--- src/hdl/ppm_pkg.sv ---
package ppm_pkg;

	// ************************************************
	// modes of one channel
	// ************************************************
	typedef enum logic [3:0] {
		PPM_UART, PPM_AFIFO, PPM_SFIFO, PPM_ABB, PPM_SBB,
		PPM_SENG, PPM_FSER, PPM_CPU, PPM_HEMU
	} ppm_mode_type;

	// stored configuration codes
	localparam logic [1:0] CFG_UART = 2'h0;
	localparam logic [1:0] CFG_AFIFO = 2'h1;
	localparam logic [1:0] CFG_CPU = 2'h2;
	localparam logic [1:0] CFG_FSER = 2'h3;

	// mode switch command values
	localparam logic [7:0] CMD_RESET = 8'h00;
	localparam logic [7:0] CMD_ABB = 8'h01;
	localparam logic [7:0] CMD_SENG = 8'h02;
	localparam logic [7:0] CMD_SBB = 8'h04;
	localparam logic [7:0] CMD_HEMU = 8'h08;
	localparam logic [7:0] CMD_SFIFO = 8'h40;

	// ************************************************
	// port register map and status layout
	// ************************************************
	localparam logic ADDR_DATA = 1'h0;
	localparam logic ADDR_STATUS = 1'h1;
	localparam int ST_RX_AVAIL = 0;
	localparam int ST_TX_SPACE = 1;
	localparam int ST_SUSPEND = 2;
	localparam int ST_CONFIGURED = 3;
	localparam logic [3:0] ST_UNUSED = 4'h0;

	// ************************************************
	// reset values and timing
	// ************************************************
	localparam logic [7:0] PORT_IDLE = 8'hFF;
	localparam int CLK_NS = 20;
	localparam int ABB_PERIOD_NS = 80;
	localparam int ABB_PERIOD_CYC = (ABB_PERIOD_NS + CLK_NS - 1) / CLK_NS;
	localparam logic [3:0] ABB_LAST = 4'(ABB_PERIOD_CYC - 1);
	localparam logic [3:0] ABB_WR_PHASE = 4'(ABB_PERIOD_CYC / 2);

endpackage

--- src/hdl/ppm_mode_ctrl.sv ---
`timescale 1ns/1ns
`default_nettype none
module ppm_mode_ctrl #(
	parameter bit IS_CHAN_B = 1'b0
) (
	// clock and reset
	input wire logic sys_clk_in,
	input wire logic rstn_in,
	// stored configuration
	input wire logic cfg_load_in,
	input wire logic [1:0] cfg_mode_in,
	// runtime commands
	input wire logic cmd_valid_in,
	input wire logic [7:0] cmd_value_in,
	input wire logic enumerated_in,
	input wire logic partner_afifo_in,
	// result
	output ppm_pkg::ppm_mode_type mode_out
);
	import ppm_pkg::*;

	ppm_mode_type base, next_base, next_mode;
	logic cfg_done, next_cfg_done;

	always_comb begin
		next_base = base;
		next_mode = mode_out;
		next_cfg_done = cfg_done;
		// configuration taken once after reset only
		if (cfg_load_in && !cfg_done) begin
			next_cfg_done = 1'b1;
			unique case (cfg_mode_in)
				CFG_UART: next_base = PPM_UART;
				CFG_AFIFO: next_base = PPM_AFIFO;
				CFG_CPU: next_base = PPM_CPU;
				CFG_FSER: next_base = PPM_FSER;
			endcase
			next_mode = next_base;
		end else if (cmd_valid_in && enumerated_in) begin
			case (cmd_value_in)
				CMD_RESET: next_mode = base;
				CMD_ABB: next_mode = PPM_ABB;
				CMD_SBB: next_mode = PPM_SBB;
				CMD_SENG: next_mode = PPM_SENG;
				CMD_HEMU: next_mode = PPM_HEMU;
				// sync fifo needs both channels already in async fifo
				CMD_SFIFO: if (!IS_CHAN_B && mode_out == PPM_AFIFO && partner_afifo_in) next_mode = PPM_SFIFO;
				default: next_mode = mode_out;
			endcase
		end
	end

	always_ff @(posedge sys_clk_in) begin
		if (!rstn_in) begin
			base <= PPM_UART;
			mode_out <= PPM_UART;
			cfg_done <= 1'b0;
		end else begin
			base <= next_base;
			mode_out <= next_mode;
			cfg_done <= next_cfg_done;
		end
	end
endmodule
`default_nettype wire

--- src/hdl/ppm_sbb_seq.sv ---
`timescale 1ns/1ns
`default_nettype none
module ppm_sbb_seq (
	// clock and reset
	input wire logic sys_clk_in,
	input wire logic rstn_in,
	// control
	input wire logic start_in,
	output logic busy_out,
	output logic sample_out,
	output logic drive_out,
	output logic push_out,
	// strobes
	output logic rd_n_out,
	output logic wr_n_out
);

	typedef enum logic [2:0] {S_IDLE, S_SAMPLE, S_RD_OFF, S_RD_ON, S_SETUP, S_WR_ON, S_WR_OFF} ppm_seq_type;
	ppm_seq_type state, next_state;

	always_comb begin
		next_state = state;
		unique case (state)
			S_IDLE: if (start_in) next_state = S_SAMPLE;
			S_SAMPLE: next_state = S_RD_OFF;
			S_RD_OFF: next_state = S_RD_ON;
			S_RD_ON: next_state = S_SETUP;
			S_SETUP: next_state = S_WR_ON;
			S_WR_ON: next_state = S_WR_OFF;
			S_WR_OFF: next_state = S_IDLE;
		endcase
	end

	// outputs decoded from the next state so they stay pure flops
	always_ff @(posedge sys_clk_in) begin
		if (!rstn_in) begin
			state <= S_IDLE;
			busy_out <= 1'b0;
			sample_out <= 1'b0;
			drive_out <= 1'b0;
			push_out <= 1'b0;
			rd_n_out <= 1'b0;
			wr_n_out <= 1'b1;
		end else begin
			state <= next_state;
			busy_out <= next_state != S_IDLE;
			sample_out <= next_state == S_SAMPLE;
			drive_out <= next_state == S_RD_ON;
			push_out <= next_state == S_WR_OFF;
			rd_n_out <= next_state == S_RD_OFF;
			wr_n_out <= next_state != S_WR_ON;
		end
	end

endmodule
`default_nettype wire

--- src/hdl/ppm_channel_port.sv ---
// Function
// - cpu target mode: select high ignores strobes; data pipe read pops rx, write pushes tx
// - status address: read returns status byte, write sends immediately
// - status bits 0..3: rx available, tx space, suspend, configured
// - cpu target mode comes from stored configuration at reset
// - async bit-bang holds last received byte on the port
// - async bit-bang read and write strobes pulse continuously
// - sync bit-bang changes pins only on a received byte, read strobe marks it
// - sync bit-bang samples pins only as a result of a port write
// - mode command value 1 selects async bit-bang
// - mode command value 4 selects sync bit-bang
// - sync cycle: sample, read strobe off, on with data, setup, write pulse
// - reset gives serial mode, stored configuration then picks the mode
// - after enumeration commands select bit-bang or serial engine
// - sync fifo: channel A takes B's buffer, B unavailable
// - unused channel B keeps default pin levels
// - stored-config modes and command modes are kept apart
`timescale 1ns/1ns
`default_nettype none
module ppm_channel_port #(
	parameter bit IS_CHAN_B = 1'b0,
	parameter int PORT_W = 8
) (
	// clock and reset
	input wire logic sys_clk_in,
	input wire logic rstn_in,
	// configuration and commands
	input wire logic cfg_load_in,
	input wire logic [1:0] cfg_mode_in,
	input wire logic cmd_valid_in,
	input wire logic [7:0] cmd_value_in,
	input wire logic enumerated_in,
	// other channel
	input wire logic partner_afifo_in,
	input wire logic partner_sfifo_in,
	// usb receive buffer
	input wire logic rx_valid_in,
	input wire logic [PORT_W-1:0] rx_data_in,
	output logic rx_ready_out,
	// usb transmit buffer
	output logic tx_valid_out,
	output logic [PORT_W-1:0] tx_data_out,
	input wire logic tx_ready_in,
	output logic send_immediate_out,
	// usb state
	input wire logic usb_suspend_in,
	input wire logic usb_configured_in,
	// parallel pins
	input wire logic cs_n_in,
	input wire logic register_select_in,
	input wire logic rd_n_in,
	input wire logic wr_n_in,
	input wire logic [PORT_W-1:0] port_data_bus_in,
	output logic [PORT_W-1:0] port_data_bus_out,
	output logic port_data_bus_oe_out,
	output logic bb_read_strobe_n_out,
	output logic bb_write_strobe_n_out,
	output logic bb_strobe_oe_out,
	output logic rx_full_n_out,
	output logic tx_empty_n_out,
	// mode state
	output ppm_pkg::ppm_mode_type mode_out,
	output logic buffer_merge_out
);
	import ppm_pkg::*;

	// ************************************************
	// mode control and sync bit-bang sequencer
	// ************************************************
	ppm_mode_type mode;
	logic seq_busy, seq_sample, seq_drive, seq_push, seq_rd_n, seq_wr_n, seq_start;

	ppm_mode_ctrl #(.IS_CHAN_B(IS_CHAN_B)) u_mode (
		.sys_clk_in(sys_clk_in),
		.rstn_in(rstn_in),
		.cfg_load_in(cfg_load_in),
		.cfg_mode_in(cfg_mode_in),
		.cmd_valid_in(cmd_valid_in),
		.cmd_value_in(cmd_value_in),
		.enumerated_in(enumerated_in),
		.partner_afifo_in(partner_afifo_in),
		.mode_out(mode)
	);

	ppm_sbb_seq u_seq (
		.sys_clk_in(sys_clk_in),
		.rstn_in(rstn_in),
		.start_in(seq_start),
		.busy_out(seq_busy),
		.sample_out(seq_sample),
		.drive_out(seq_drive),
		.push_out(seq_push),
		.rd_n_out(seq_rd_n),
		.wr_n_out(seq_wr_n)
	);

	// ************************************************
	// state
	// ************************************************
	logic [PORT_W-1:0] next_port_data, pend, next_pend, smp, next_smp, next_tx_data;
	logic next_oe, next_bbr_n, next_bbw_n, next_bb_oe, next_rxf_n, next_txe_n;
	logic next_rx_ready, next_tx_valid, next_flush, next_merge;
	logic rd_d, wr_d, used, next_used;
	logic [3:0] abb_cnt, next_abb_cnt;
	ppm_mode_type next_mode_out;

	logic rd_fall, wr_fall, unavail, pipe_sel, a0, tx_space;
	logic [7:0] status;

	assign rd_fall = rd_d && !rd_n_in;
	assign wr_fall = wr_d && !wr_n_in;
	// channel A in sync fifo owns this channel's buffer
	assign unavail = IS_CHAN_B && partner_sfifo_in;
	assign tx_space = tx_ready_in && !tx_valid_out;
	// taken live at the strobe edge, high nibble zero
	assign status = {ST_UNUSED, usb_configured_in, usb_suspend_in, tx_space, rx_valid_in};
	assign pipe_sel = (mode == PPM_CPU) ? !cs_n_in : 1'b1;
	assign a0 = (mode == PPM_CPU) ? register_select_in : ADDR_DATA;
	// back-pressure: no new sync cycle while a sample waits for usb
	assign seq_start = (mode == PPM_SBB) && !unavail && rx_valid_in && !seq_busy && !rx_ready_out && !tx_valid_out;

	always_comb begin
		next_port_data = port_data_bus_out;
		next_oe = port_data_bus_oe_out;
		next_bbr_n = 1'b1;
		next_bbw_n = 1'b1;
		next_bb_oe = 1'b0;
		next_rxf_n = rx_full_n_out;
		next_txe_n = tx_empty_n_out;
		next_rx_ready = 1'b0;
		next_tx_valid = tx_valid_out && !tx_ready_in;
		next_tx_data = tx_data_out;
		next_flush = 1'b0;
		next_used = used;
		next_pend = pend;
		next_smp = smp;
		next_abb_cnt = 4'h0;
		next_mode_out = mode;
		next_merge = !IS_CHAN_B && mode == PPM_SFIFO;
		if (unavail) begin
			if (!used) begin
				next_port_data = PORT_IDLE;
				next_oe = 1'b1;
				next_txe_n = 1'b0;
				next_rxf_n = 1'b1;
			end else begin
				// pins freeze where the last transfer left them
				next_bbr_n = bb_read_strobe_n_out;
				next_bbw_n = bb_write_strobe_n_out;
				next_bb_oe = bb_strobe_oe_out;
			end
		end else begin
			unique case (mode)
				PPM_CPU, PPM_AFIFO, PPM_SFIFO: begin
					if (rd_n_in)
						next_oe = 1'b0;
					// select high masks both strobes in cpu target mode only; fifo modes ignore select
					if (pipe_sel && rd_fall) begin
						if (a0 == ADDR_STATUS) begin
							next_port_data = status;
							next_oe = 1'b1;
						end else if (rx_valid_in) begin
							next_port_data = rx_data_in;
							next_oe = 1'b1;
							next_rx_ready = 1'b1;
							next_used = 1'b1;
						end
					end
					if (pipe_sel && wr_fall) begin
						if (a0 == ADDR_STATUS) begin
							next_flush = 1'b1;
						end else if (!tx_valid_out) begin
							next_tx_valid = 1'b1;
							next_tx_data = port_data_bus_in;
							next_used = 1'b1;
						end
					end
					next_rxf_n = !(rx_valid_in && !next_rx_ready);
					next_txe_n = next_tx_valid || !tx_ready_in;
				end
				PPM_ABB: begin
					next_abb_cnt = (abb_cnt == ABB_LAST) ? 4'h0 : abb_cnt + 4'h1;
					next_bb_oe = 1'b1;
					next_bbr_n = abb_cnt != 4'h0;
					next_bbw_n = abb_cnt != ABB_WR_PHASE;
					next_oe = 1'b1;
					// byte stays on the pins until the next one
					if (rx_valid_in && !rx_ready_out) begin
						next_port_data = rx_data_in;
						next_rx_ready = 1'b1;
						next_used = 1'b1;
					end
					if (abb_cnt == ABB_WR_PHASE && !tx_valid_out) begin
						next_tx_valid = 1'b1;
						next_tx_data = port_data_bus_in;
					end
				end
				PPM_SBB: begin
					next_bb_oe = 1'b1;
					next_bbr_n = seq_rd_n;
					next_bbw_n = seq_wr_n;
					next_oe = 1'b1;
					if (seq_start) begin
						next_pend = rx_data_in;
						next_rx_ready = 1'b1;
						next_used = 1'b1;
					end
					if (seq_sample)
						next_smp = port_data_bus_in;
					if (seq_drive)
						next_port_data = pend;
					if (seq_push) begin
						next_tx_valid = 1'b1;
						next_tx_data = smp;
					end
				end
				default: begin
					next_oe = 1'b0;
					next_rxf_n = 1'b1;
					next_txe_n = 1'b1;
				end
			endcase
		end
	end

	always_ff @(posedge sys_clk_in) begin
		if (!rstn_in) begin
			port_data_bus_out <= PORT_IDLE;
			port_data_bus_oe_out <= 1'b0;
			bb_read_strobe_n_out <= 1'b1;
			bb_write_strobe_n_out <= 1'b1;
			bb_strobe_oe_out <= 1'b0;
			rx_full_n_out <= 1'b1;
			tx_empty_n_out <= 1'b1;
			rx_ready_out <= 1'b0;
			tx_valid_out <= 1'b0;
			tx_data_out <= '0;
			send_immediate_out <= 1'b0;
			buffer_merge_out <= 1'b0;
			mode_out <= PPM_UART;
			rd_d <= 1'b1;
			wr_d <= 1'b1;
			used <= 1'b0;
			pend <= '0;
			smp <= '0;
			abb_cnt <= 4'h0;
		end else begin
			port_data_bus_out <= next_port_data;
			port_data_bus_oe_out <= next_oe;
			bb_read_strobe_n_out <= next_bbr_n;
			bb_write_strobe_n_out <= next_bbw_n;
			bb_strobe_oe_out <= next_bb_oe;
			rx_full_n_out <= next_rxf_n;
			tx_empty_n_out <= next_txe_n;
			rx_ready_out <= next_rx_ready;
			tx_valid_out <= next_tx_valid;
			tx_data_out <= next_tx_data;
			send_immediate_out <= next_flush;
			buffer_merge_out <= next_merge;
			mode_out <= next_mode_out;
			rd_d <= rd_n_in;
			wr_d <= wr_n_in;
			used <= next_used;
			pend <= next_pend;
			smp <= next_smp;
			abb_cnt <= next_abb_cnt;
		end
	end

	logic cpu_live;
	logic [3:0] hi_cnt;
	assign cpu_live = mode == PPM_CPU && !unavail;
	always_ff @(posedge sys_clk_in) begin
		if (!rstn_in || mode_out != PPM_ABB || !bb_read_strobe_n_out)
			hi_cnt <= 4'h0;
		else
			hi_cnt <= hi_cnt + 4'h1;
	end
endmodule
`default_nettype wire

--- config.mk ---
export PLATFORM = sky130hd
export DESIGN_NAME = ppm_channel_port
export DESIGN_NICKNAME = d
export VERILOG_FILES = /design/src/hdl/ppm_pkg.sv /design/src/hdl/ppm_mode_ctrl.sv /design/src/hdl/ppm_sbb_seq.sv /design/src/hdl/ppm_channel_port.sv
export SDC_FILE = /design/constraint.sdc
export NUM_CORES = 1
export LEC_CHECK = 0
export BUFFER_PORTS_ARGS = -buffer_cell sky130_fd_sc_hd__buf_2
export CORE_MARGIN = 5
export CORE_UTILIZATION = 40
export DETAILED_ROUTE_END_ITERATION = 10
export SLEW_MARGIN = 25
export SYNTH_ARGS = -nofsm -noshare
export SYNTH_HDL_FRONTEND = slang
export SYNTH_SLANG_ARGS = --single-unit
export TNS_END_PERCENT = 1
--- constraint.sdc ---
create_clock -name sys_clk_in -period 3.6 [get_ports sys_clk_in]
set_input_delay 0.18 -clock sys_clk_in [delete_from_list [all_inputs] [get_ports sys_clk_in]]
set_output_delay 0.18 -clock sys_clk_in [all_outputs]
set_load 0.02 [all_outputs]
==> flow_metrics.env, run 1 <==
export IMPL_grtUsageTotal_pct=15.0
export IMPL_worst_slew_pin_transition_ps=682
export IMPL_layout_core_utilization_pct=49.7
export IMPL_post_layout_inst_area_mm2=0.00388
export IMPL_setup_viol=0
export IMPL_area_growth_pct=19.7
export IMPL_core_region_area_mm2=0.00781
export IMPL_timing_final_crit_period_ps=2350
export IMPL_slew_viol_final=0
export IMPL_postSynthRegisterBits=68
export IMPL_timing_critical_path_required_ps=3840
export IMPL_cts_repair_resized=0
export IMPL_routabilityCongestion=0.741
export IMPL_cp_cell_sequence="nor4b_4 > buf_4 > nor2b_1 > nor3_4 > a21oi_1 > a311oi_1"
export IMPL_first_global_vias=2544
export IMPL_sequential_element_share_of_the_synthesized_area_pct=42.0
export IMPL_outcome="finished clean"
export IMPL_first_pass_grt_wire_length_um=12100
export IMPL_async_flop_share_pct=0
export IMPL_total_leakage_power_nw=1.55
export IMPL_hold_path_class="in -> reg"
export IMPL_mappedNetlistNets=416
export IMPL_design_die_area_mm2=0.0100
export IMPL_grt_antenna_before_repair=0
export IMPL_finalNetCount=472
export IMPL_maxCapViolCount=0
export IMPL_worstSetupEndpointType="flop"
export IMPL_synth_mux_area_fraction_pct=5.25
export IMPL_timing_critical_path_slowest_stage_cell="dfxtp_1"
export IMPL_clock_tree_root_cell="clkbuf_8"
export IMPL_port_buffers=69
export IMPL_drtAntennaViolNets=0
export IMPL_tritoncts="done"
export IMPL_dr_pass1_iters=4
export IMPL_pwr_density_cell_mw_per_mm2=505
export IMPL_yosysWarnings=0
export IMPL_vdd_ir_drop_worst_mv=0.217
export IMPL_post_cts_buffers=0
export IMPL_setup_repair_after_global_routing_missed_its_margin="no"
export IMPL_worst_path_maximum_fanout=31
export IMPL_num_antenna_cells=0
export IMPL_combinational_family_with_the_most_area_after_synthesis="simple AND/OR/NAND/NOR gates"
export IMPL_most_used_dff_post_synth="dfxtp_1"
export IMPL_grt_overflow_total=0
export IMPL_grt_start_max_net_pins=33
export IMPL_clock_insertion_delay_worst_skew_ps=340
export IMPL_htree_levels=3
export IMPL_wl_per_cell_um=13.8
export IMPL_cts_hold_buffers=0
export IMPL_hold_viol_final=0
export IMPL_mostFrequentLayoutCell="buf_2"
export IMPL_routed_wirelength_um=7380
export IMPL_tcrit_tclk_final_pct=65.4
export IMPL_critical_path_arrival_ps=2590
export IMPL_fin_total_pwr_mw=1.96
export IMPL_post_synth_num_cell_types=60
export IMPL_tns_ps=0
export IMPL_synth_adder_area_share_pct=2.28
export IMPL_clock_tree_buffer_depth=2
export IMPL_synth_edf_count=0
export IMPL_chip_height_um=100
export IMPL_cts_buffers=9
export IMPL_dp_hpwl_um=5260
export IMPL_drive_gt1_share_pct=24.1
export IMPL_postPlaceCellArea_mm2=0.00361
export IMPL_boundaryPins=71
export IMPL_fmax_ghz=0.425
export IMPL_finalClockSkew_ps=4.30
export IMPL_initial_core_util_pct=41.5
export IMPL_timing_critical_path_from_type="flop"
export IMPL_top_library_cells_by_usage_in_the_layout_fill_and_taps_aside="69 x buf_2, 68 x dfxtp_1, 52 x nand2_1"
export IMPL_mappedNetlistArea_mm2=0.00324
export IMPL_drt_vias_per_instance=5.21
export IMPL_post_synth_xor_area_fraction_pct=1.62
export IMPL_area_share_of_and_or_nand_nor_cells_after_synthesis_pct=22.3
export IMPL_synth_compound_area_share_pct=20.4
export IMPL_die_width_um=100
export IMPL_synthCells=370
export IMPL_clock_sinks=68
export IMPL_clkSlewWorstSetupHoldPaths_ps=70
export IMPL_final_fill_count=782
export IMPL_crit_path_max_incr_delay_ps=660
export IMPL_avgSynthCellArea_um2=8.76
export IMPL_num_rows=32
export IMPL_slew_headroom_pct=54.4
export IMPL_vias=2779
export IMPL_remaining_drc_errors=0
export IMPL_setup_worst_path_class="reg -> reg"
export IMPL_drt_iter0_markers=65
[synthesized netlist by cell type, types with 2 or more instances]
master	number	area (um2)
dfxtp_1	68	1360
nand2_1	52	195
a21oi_1	31	155
nor2_1	31	116
mux2i_1	17	170
nand3_1	16	80.1
clkbuf_1	14	52.6
inv_1	13	48.8
a221oi_1	7	61.3
buf_2	7	35.0
nand2b_1	7	43.8
a311oi_1	6	52.6
a211o_1	5	43.8
and2_1	5	31.3
ha_1	5	62.6
nor2b_1	5	31.3
nor3_1	5	25.0
nor4_1	5	31.3
o21ai_0	5	25.0
xor2_1	5	43.8
a31oi_1	4	25.0
o21a_1	4	30.0
buf_6	3	33.8
a2111o_1	2	22.5
a211oi_1	2	15.0
a21oi_2	2	17.5
a311oi_2	2	30.0
a31o_1	2	17.5
a32o_1	2	20.0
buf_1	2	7.51
nand3b_1	2	15.0
nand4_1	2	12.5
nor4b_1	2	17.5
nor4b_2	2	30.0
o211ai_1	2	15.0
o31ai_1	2	15.0
[final cells by class]
type / count / area, um2 / share of cell area [%]
Clock inverter: 6 / 135 / 3.48
Tap cell: 102 / 128 / 3.29
Inverter: 13 / 48.8 / 1.26
Timing Repair Buffer: 73 / 375 / 9.67
Multi-Input combinational cell: 261 / 1700 / 43.7
Clock buffer: 10 / 138 / 3.55
Sequential cell: 68 / 1360 / 35.1
[cell families after synthesis]
kind of cell / after synthesis
buffers and inverters: 41
adders and majority gates: 6
AOI/OAI and AO/OA: 89
muxes: 17
xor gates and xnor gates: 6
and+or+nand+nor: 143
DFF: 68
[layer usage]
metal / share of wire, % / global-route usage [%]
met5: 0 / 0
met4: 1.9 / 7.15
met3: 4.2 / 2.43
met2: 45 / 23.6
met1: 49 / 20.0
[power breakdown]
group / internal [mW] / switching, mW
clock network: 0.549 / 0.292
registers: 0.795 / 0.0320
logic: 0.118 / 0.175
[sequential cells by signal, indices dropped and copies added, names as in the netlist, 3 cells and up]
register	flops
mode_out	4
u_mode.mode_out	4
abb_cnt	4
u_seq.state	3
pend	8
smp	8
tx_data_out	8
port_data_bus_out	8
[path summary, 6_finish.rpt]
path                                                       from                             to  slack [ps]  cells past startpoint
worst max-delay path            u_mode.mode_out[3]$_SDFFE_PN0P_    tx_data_out[3]$_SDFFE_PN0P_        1250                      6
worst min-delay path                                    cs_n_in  send_immediate_out$_SDFF_PN0_          40                      2
worst max register to register  u_mode.mode_out[3]$_SDFFE_PN0P_    tx_data_out[3]$_SDFFE_PN0P_        1250                      6
worst min register to register              smp[5]$_SDFFE_PN0P_            smp[5]$_SDFFE_PN0P_         460                      2
[stage by stage]
stage / setup WS [ps] / instances / hold WS, ps
2_1_floorplan: 1800 / 370 / 257
4_1_cts: 1240 / 533 / 9.53
6_report: 1250 / 533 / 35.7
3_5_place_dp: 1250 / 517 / 382
5_1_grt: 1080 / 533 / 30.4
3_3_place_gp: 1350 / 517 / 383
[worst max-delay path, delay by kind of cell (launching register included)]
| kind | cells | cell delay (ps) |
|---|---|---|
| AOI/OAI and AO/OA | 2 | 430 |
| buffers and inverters | 1 | 270 |
| DFF | 1 | 660 |
| and+or+nand+nor | 3 | 880 |
No activity file was read; power rests on OpenSTA's default activity.
==> run 2: changes to the inputs <==
clock period = 2 ns   (was 3.6 ns; I/O delays follow)
==> run 2 against run 1 <==
  * Utilization is 3.0 points higher
  * Setup slack worse by 1100 ps
  * Final area is 6.1% higher
  * Global-route usage is 0.60 points higher
  * Via count is 4.5% higher
  * Critical path depth is 1 lower
  * Clock power is 66% higher
  * First-iteration DRC count is 25% higher
  * Register-to-register slack worse by 1100 ps
  * Die area stayed put
  * Sequential share of layout area is 1.9 points lower
  * Critical path type unchanged
  * Highest routed layer unchanged
==> flow_metrics.env, run 2 (same netlist as run 1, synthesis figures left out) <==
export IMPL_place_detailed_instances=526
export IMPL_tns_ps=0
export IMPL_final_fill_count=761
export IMPL_worst_r2r_path_depth=5
export IMPL_slew_headroom_pct=61.9
export IMPL_wl_per_cell_um=13.7
export IMPL_critical_path_arrival_ps=2080
export IMPL_timing_critical_path_from_type="flop"
export IMPL_critical_path_reg2reg_startpoint="u_mode.mode_out[3]$_SDFFE_PN0P_"
export IMPL_num_antenna_cells=0
export IMPL_net_switching_power_mw=0.922
export IMPL_sequentialPowerShare_pct=42.9
export IMPL_timing_final_crit_period_ps=1860
export IMPL_remaining_drc_errors=0
export IMPL_maxCapViolCount=0
export IMPL_drtAntennaViolNets=0
export IMPL_drt_iter0_markers=81
export IMPL_area_growth_pct=27.1
export IMPL_worst_path_maximum_fanout=8
export IMPL_finalClockSkew_ps=9.33
export IMPL_finalNetCount=497
export IMPL_hold_viol_final=0
export IMPL_min_delay_path_depth=3
export IMPL_layout_core_utilization_pct=52.8
export IMPL_clock_tree_buffer_depth=2
export IMPL_vdd_ir_drop_worst_mv=0.291
export IMPL_htree_levels=3
export IMPL_outcome="finished clean"
export IMPL_power_frac_comb_pct=16.7
export IMPL_clock_sinks=68
export IMPL_chip_height_um=100
export IMPL_worstHoldEndpoint="smp[1]$_SDFFE_PN0P_"
export IMPL_grt_antenna_before_repair=0
export IMPL_clkSlewWorstSetupHoldPaths_ps=80
export IMPL_worstHoldStart="port_data_bus_in[1]"
export IMPL_pwr_density_cell_mw_per_mm2=843
export IMPL_grt_start_max_net_pins=42
export IMPL_routed_wirelength_um=7640
export IMPL_clkPwrFrac_pct=40.4
export IMPL_hold_path_class="in -> reg"
export IMPL_tcrit_tclk_final_pct=92.8
export IMPL_num_rows=32
export IMPL_tritoncts="done"
export IMPL_first_global_vias=2695
export IMPL_switching_share_pct=26.6
export IMPL_port_buffers=69
export IMPL_dp_hpwl_um=5370
export IMPL_clock_insertion_delay_worst_skew_ps=350
export IMPL_grtUsageTotal_pct=15.6
export IMPL_mostFrequentLayoutCell="buf_2"
export IMPL_drt_vias_per_instance=5.20
export IMPL_reg2reg_setup_slack_ps=140
export IMPL_core_region_area_mm2=0.00781
export IMPL_power_report_internal_total_mw=2.55
export IMPL_fin_worst_hold_slack_ps=12.1
export IMPL_first_pass_grt_wire_length_um=12600
export IMPL_fmax_ghz=0.539
export IMPL_setup_worst_path_class="reg -> reg"
export IMPL_worst_slew_pin_transition_ps=566
export IMPL_routabilityCongestion=0.833
export IMPL_top_library_cells_by_usage_in_the_layout_fill_and_taps_aside="69 x buf_2, 65 x dfxtp_1, 52 x nand2_1"
export IMPL_timing_critical_path_required_ps=2230
export IMPL_instances_no_fill=558
export IMPL_setup_viol=0
export IMPL_initial_core_util_pct=41.5
export IMPL_grt_overflow_total=0
export IMPL_vias=2903
export IMPL_die_width_um=100
export IMPL_cts_buffers=9
export IMPL_drive_gt1_share_pct=26.1
export IMPL_total_leakage_power_nw=1.67
export IMPL_fin_total_pwr_mw=3.47
export IMPL_rr_endpoint="port_data_bus_out[2]$_SDFFE_PN1P_"
export IMPL_boundaryPins=71
export IMPL_design_die_area_mm2=0.0100
export IMPL_clock_tree_root_cell="clkbuf_8"
export IMPL_dr_pass1_iters=4
export IMPL_worstSetupEndpointType="flop"
export IMPL_slew_viol_final=0
export IMPL_setup_repair_after_global_routing_missed_its_margin="no"
-- run 2: changes by cell type in the layout (fill, tap and decap cells not counted) --
| cell | change |
|---|---|
| dlygate4sd3_1 | +15 |
| buf_4 | +8 |
| dfxtp_1 | -3 |
| dfxtp_2 | +3 |
| buf_12 | +2 |
| a2111o_1 | -1 |
| a2111o_2 | +1 |
| bufinv_16 | -1 |
| clkinv_2 | +1 |
| clkinv_4 | +1 |
| clkinvlp_4 | -1 |
| nor4b_1 | -1 |
| nor4b_2 | +1 |
-- run 2: layer usage --
layer | vias to the layer above | global-route usage, % | part of all wire [%]
li1 | 1484 | - | -
met1 | 1344 | 20.8 | 48
met2 | 66 | 24.5 | 46
met3 | 9 | 2.64 | 4.5
met4 | 0 | 7.46 | 1.7
met5 | - | 0 | 0
-- run 2: layout make-up --
class	count	area (um2)	share of cell area, %
inverters	13	48.8	1.18
clock inverters	6	111	2.70
well taps	102	128	3.10
clock buffers	10	138	3.34
multi-input cells	261	1700	41.3
flip-flops and latches	68	1370	33.1
repair buffers	98	626	15.2
-- run 2: stage by stage --
stage	area [um2]	worst slack (ps)
after floorplan	3240	199
after global placement	3700	82.1
after detailed placement	3700	38.7
after CTS	4100	36.5
after global routing	4120	10.6
final	4120	144
-- run 2: repair_timing --
| action | CTS | global route |
|---|---|---|
| setup endpoints to repair | 0 | 22 |
| resized for setup | 0 | 5 |
| hold buffers | 15 | 0 |
| endpoints found under the hold margin | 15 | 0 |
| setup buffers | 0 | 1 |
-- run 2: critical path: stages (launching register included) --
cell and delay, ps:
dfxtp_1 400, and4b_4 400, a21o_1 140, a31oi_1 90
a2111o_2 560, mux2i_1 160
-- run 2: worst max path at each step --
stage / to / slack (ps) / start / cells past startpoint
after floorplan: tx_data_out[4]$_SDFFE_PN0P_ / 200 / abb_cnt[0]$_SDFF_PP0_ / 8
after global placement: port_data_bus_out[5]$_SDFFE_PN1P_ / 80 / u_mode.mode_out[1]$_SDFFE_PN0P_ / 5
after detailed placement: port_data_bus_out[7]$_SDFFE_PN1P_ / 40 / u_mode.mode_out[1]$_SDFFE_PN0P_ / 5
after CTS: port_data_bus_out[3]$_SDFFE_PN1P_ / 40 / u_mode.mode_out[1]$_SDFFE_PN0P_ / 5
after global routing: tx_data_out[6]$_SDFFE_PN0P_ / 10 / u_mode.mode_out[3]$_SDFFE_PN0P_ / 7
final: port_data_bus_out[2]$_SDFFE_PN1P_ / 140 / u_mode.mode_out[3]$_SDFFE_PN0P_ / 5
-- run 2: power groups by stage --
stage	sequential, mW	clock (mW)	combinational [mW]
2_1_floorplan	1.56	0	0.337
3_3_place_gp	1.52	0	0.550
3_5_place_dp	1.52	0	0.555
4_1_cts	1.49	1.43	0.578
5_1_grt	1.50	1.49	0.629
6_report	1.49	1.40	0.579
==> run 3: changes to the inputs <==
ABC_AREA = 1   (was unset)
==> run 3 against run 2 <==
  * Clock power down 7%
  * Synthesized cell count up 22%
  * Final area down 7.1%
  * Worst hold slack better by 14 ps
  * First-iteration DRC count up 22%
  * Register-to-register slack better by 140 ps
  * Critical path type unchanged
==> flow_metrics.env, run 3 <==
export IMPL_power_frac_comb_pct=17.6
export IMPL_finalClockSkew_ps=7.17
export IMPL_pwr_density_cell_mw_per_mm2=887
export IMPL_tns_ps=0
export IMPL_worst_slew_pin_transition_ps=625
export IMPL_routabilityCongestion=0.906
export IMPL_cts_repair_resized=0
export IMPL_synth_mux_area_fraction_pct=0
export IMPL_outcome="finished clean"
export IMPL_synth_compound_area_share_pct=12.9
export IMPL_slew_headroom_pct=58.3
export IMPL_dr_pass1_iters=4
export IMPL_multiInputGateArea_mm2=0.00148
export IMPL_cp_cell_sequence="nand2_1 > nor2_2 > nand2_2 > nand2_1 > inv_2 > o21ai_4 > nand2_4 > nand2_1 > nand3_1"
export IMPL_timing_critical_path_slowest_stage_cell="dfxtp_1"
export IMPL_clock_sinks=68
export IMPL_postPlaceCellArea_mm2=0.00357
export IMPL_clock_tree_root_cell="clkbuf_8"
export IMPL_area_growth_pct=23.2
export IMPL_total_leakage_power_nw=1.86
export IMPL_timing_final_crit_period_ps=1720
export IMPL_die_width_um=98.1
export IMPL_clock_insertion_delay_worst_skew_ps=340
export IMPL_synth_cells_most_frequent="119 x nand2_1, 68 x dfxtp_1, 56 x inv_1"
export IMPL_placement_setup_slack_ps=264
export IMPL_finalNetCount=572
export IMPL_drt_vias_per_instance=4.64
export IMPL_avgSynthCellArea_um2=6.90
export IMPL_port_buffers=69
export IMPL_hold_viol_final=0
export IMPL_switching_share_pct=28.5
export IMPL_final_fill_count=802
export IMPL_area_share_of_and_or_nand_nor_cells_after_synthesis_pct=32.4
export IMPL_hold_path_class="in -> reg"
export IMPL_routed_wirelength_um=7130
export IMPL_synth_adder_area_share_pct=2.01
export IMPL_setup_repair_after_global_routing_missed_its_margin="no"
export IMPL_top_library_cells_by_usage_in_the_layout_fill_and_taps_aside="119 x nand2_1, 69 x buf_2, 68 x dfxtp_1"
export IMPL_net_switching_power_mw=0.967
export IMPL_layout_core_utilization_pct=50.0
export IMPL_seq_area_mm2=0.00136
export IMPL_yosysWarnings=0
export IMPL_synth_edf_count=0
export IMPL_cpMostUsedCell="nand2_1"
export IMPL_dp_hpwl_um=5360
export IMPL_drive_gt1_share_pct=19.6
export IMPL_wl_per_cell_um=11.3
export IMPL_synth_largest_area_cell="dfxtp_1"
export IMPL_wl_met2_um=3170
export IMPL_mappedNetlistArea_mm2=0.00311
export IMPL_crit_family="simple AND/OR/NAND/NOR gates"
export IMPL_critical_path_reg2reg_startpoint="u_mode.mode_out[0]$_SDFFE_PN0P_"
export IMPL_setup_viol=0
export IMPL_core_region_area_mm2=0.00765
export IMPL_clkPwrFrac_pct=38.4
export IMPL_vdd_ir_drop_worst_mv=0.451
export IMPL_fmax_ghz=0.583
export IMPL_setup_worst_path_class="reg -> reg"
export IMPL_drt_iter0_markers=99
export IMPL_post_synth_num_cell_types=32
export IMPL_reg2reg_setup_slack_ps=280
export IMPL_synthCells=450
export IMPL_grt_start_max_net_pins=27
export IMPL_grt_antenna_before_repair=0
export IMPL_cts_hold_buffers=2
export IMPL_htree_levels=3
export IMPL_tritoncts="done"
export IMPL_drtAntennaViolNets=0
export IMPL_worst_path_maximum_fanout=9
export IMPL_yosys_area_top_type_share_pct=43.8
export IMPL_sequentialPowerShare_pct=44.0
export IMPL_timing_critical_path_from_type="flop"
export IMPL_num_rows=32
export IMPL_slew_viol_final=0
export IMPL_timing_critical_path_buf_inv=1
export IMPL_timing_critical_path_depth=9
export IMPL_first_pass_grt_wire_length_um=12000
export IMPL_first_global_vias=2789
export IMPL_most_used_dff_post_synth="dfxtp_1"
export IMPL_grtUsageTotal_pct=15.3
export IMPL_wl_met1_um=3390
export IMPL_post_layout_inst_area_mm2=0.00382
export IMPL_remaining_drc_errors=0
export IMPL_clock_tree_buffer_depth=2
export IMPL_initial_core_util_pct=40.6
export IMPL_clkSlewWorstSetupHoldPaths_ps=70
export IMPL_maxCapViolCount=0
export IMPL_mostFrequentLayoutCell="nand2_1"
export IMPL_crit_path_max_incr_delay_ps=460
export IMPL_worst_r2r_path_depth=9
export IMPL_combinational_family_with_the_most_area_after_synthesis="simple AND/OR/NAND/NOR gates"
export IMPL_critical_path_arrival_ps=1940
export IMPL_worstSetupEndpointType="flop"
export IMPL_rr_endpoint="port_data_bus_out[4]$_SDFFE_PN1P_"
export IMPL_met3_wirelength_um=472
export IMPL_postSynthRegisterBits=68
export IMPL_mappedNetlistNets=496
export IMPL_cts_buffers=9
export IMPL_vias=2934
export IMPL_post_route_worst_setup_slack_ps=285
export IMPL_crit_path_start="u_mode.mode_out[0]$_SDFFE_PN0P_"
export IMPL_power_report_internal_total_mw=2.42
export IMPL_endpoint_of_the_most_critical_setup_path="port_data_bus_out[4]$_SDFFE_PN1P_"
export IMPL_num_antenna_cells=0
export IMPL_post_cts_buffers=0
export IMPL_chip_height_um=98.1
export IMPL_yosys_cell_count_top_type="nand2_1"
export IMPL_boundaryPins=71
export IMPL_async_flop_share_pct=0
export IMPL_timing_critical_path_required_ps=2220
export IMPL_grt_overflow_total=0
export IMPL_post_synth_xor_area_fraction_pct=0.282
export IMPL_top_routing_layer_in_use="met4"
export IMPL_tcrit_tclk_final_pct=85.8
export IMPL_ys_top_cells_by_area="dfxtp_1 44%, nand2_1 14%, nand3_1 7.1%"
export IMPL_sequential_element_share_of_the_synthesized_area_pct=43.8
export IMPL_design_die_area_mm2=0.00963
export IMPL_fin_total_pwr_mw=3.39
run 3: layout make-up:
class	count	area share, %
clock inverters	5	2.19
repair buffers	76	10.5
flip-flops and latches	68	35.6
inverters	59	5.79
well taps	102	3.34
clock buffers	11	3.96
multi-input cells	312	38.6
run 3: how the worst min path moves through the flow:
stage / from / to / slack [ps] / depth (start not counted)
global route: tx_ready_in / tx_empty_n_out$_SDFFE_PN1P_ / 30 / 2
CTS: rx_data_in[3] / pend[3]$_SDFFE_PN0P_ / 8 / 3
finish: rx_data_in[3] / pend[3]$_SDFFE_PN0P_ / 30 / 3
global placement: wr_n_in / wr_d$_SDFF_PN1_ / 290 / 3
detailed placement: wr_n_in / wr_d$_SDFF_PN1_ / 300 / 3
floorplan: wr_n_in / wr_d$_SDFF_PN1_ / 200 / 2
run 3: routing by layer:
layer / global-route usage (%) / vias up
li1: - / 1583
met1: 19.0 / 1280
met2: 24.5 / 63
met3: 4.57 / 8
met4: 6.71 / 0
met5: 0 / -
run 3: logic make-up after synthesis:
logic type | count (synthesis)
AO/OA/AOI/OAI | 73
AND/OR/NAND/NOR | 233
flip-flops | 68
adder cells (fa/ha/maj) | 5
buffers and inverters | 70
XOR/XNOR | 1
run 3: metrics by stage:
stage	hold slack, ps	cells
3_5_place_dp	295	615
6_report	26.4	633
5_1_grt	26.9	633
4_1_cts	8.28	633
2_1_floorplan	197	450
3_3_place_gp	287	615
run 3: worst min-delay path: stages:
cell and delay, ps:
buf_2 80, o21ai_0 70, nor2_1 70
run 3: power groups by stage:
stage | combinational (mW) | clock, mW | sequential, mW
after floorplan | 0.332 | 0 | 1.60
after global placement | 0.591 | 0 | 1.52
after detailed placement | 0.598 | 0 | 1.52
after CTS | 0.604 | 1.34 | 1.49
after global routing | 0.680 | 1.40 | 1.50
final | 0.597 | 1.30 | 1.49
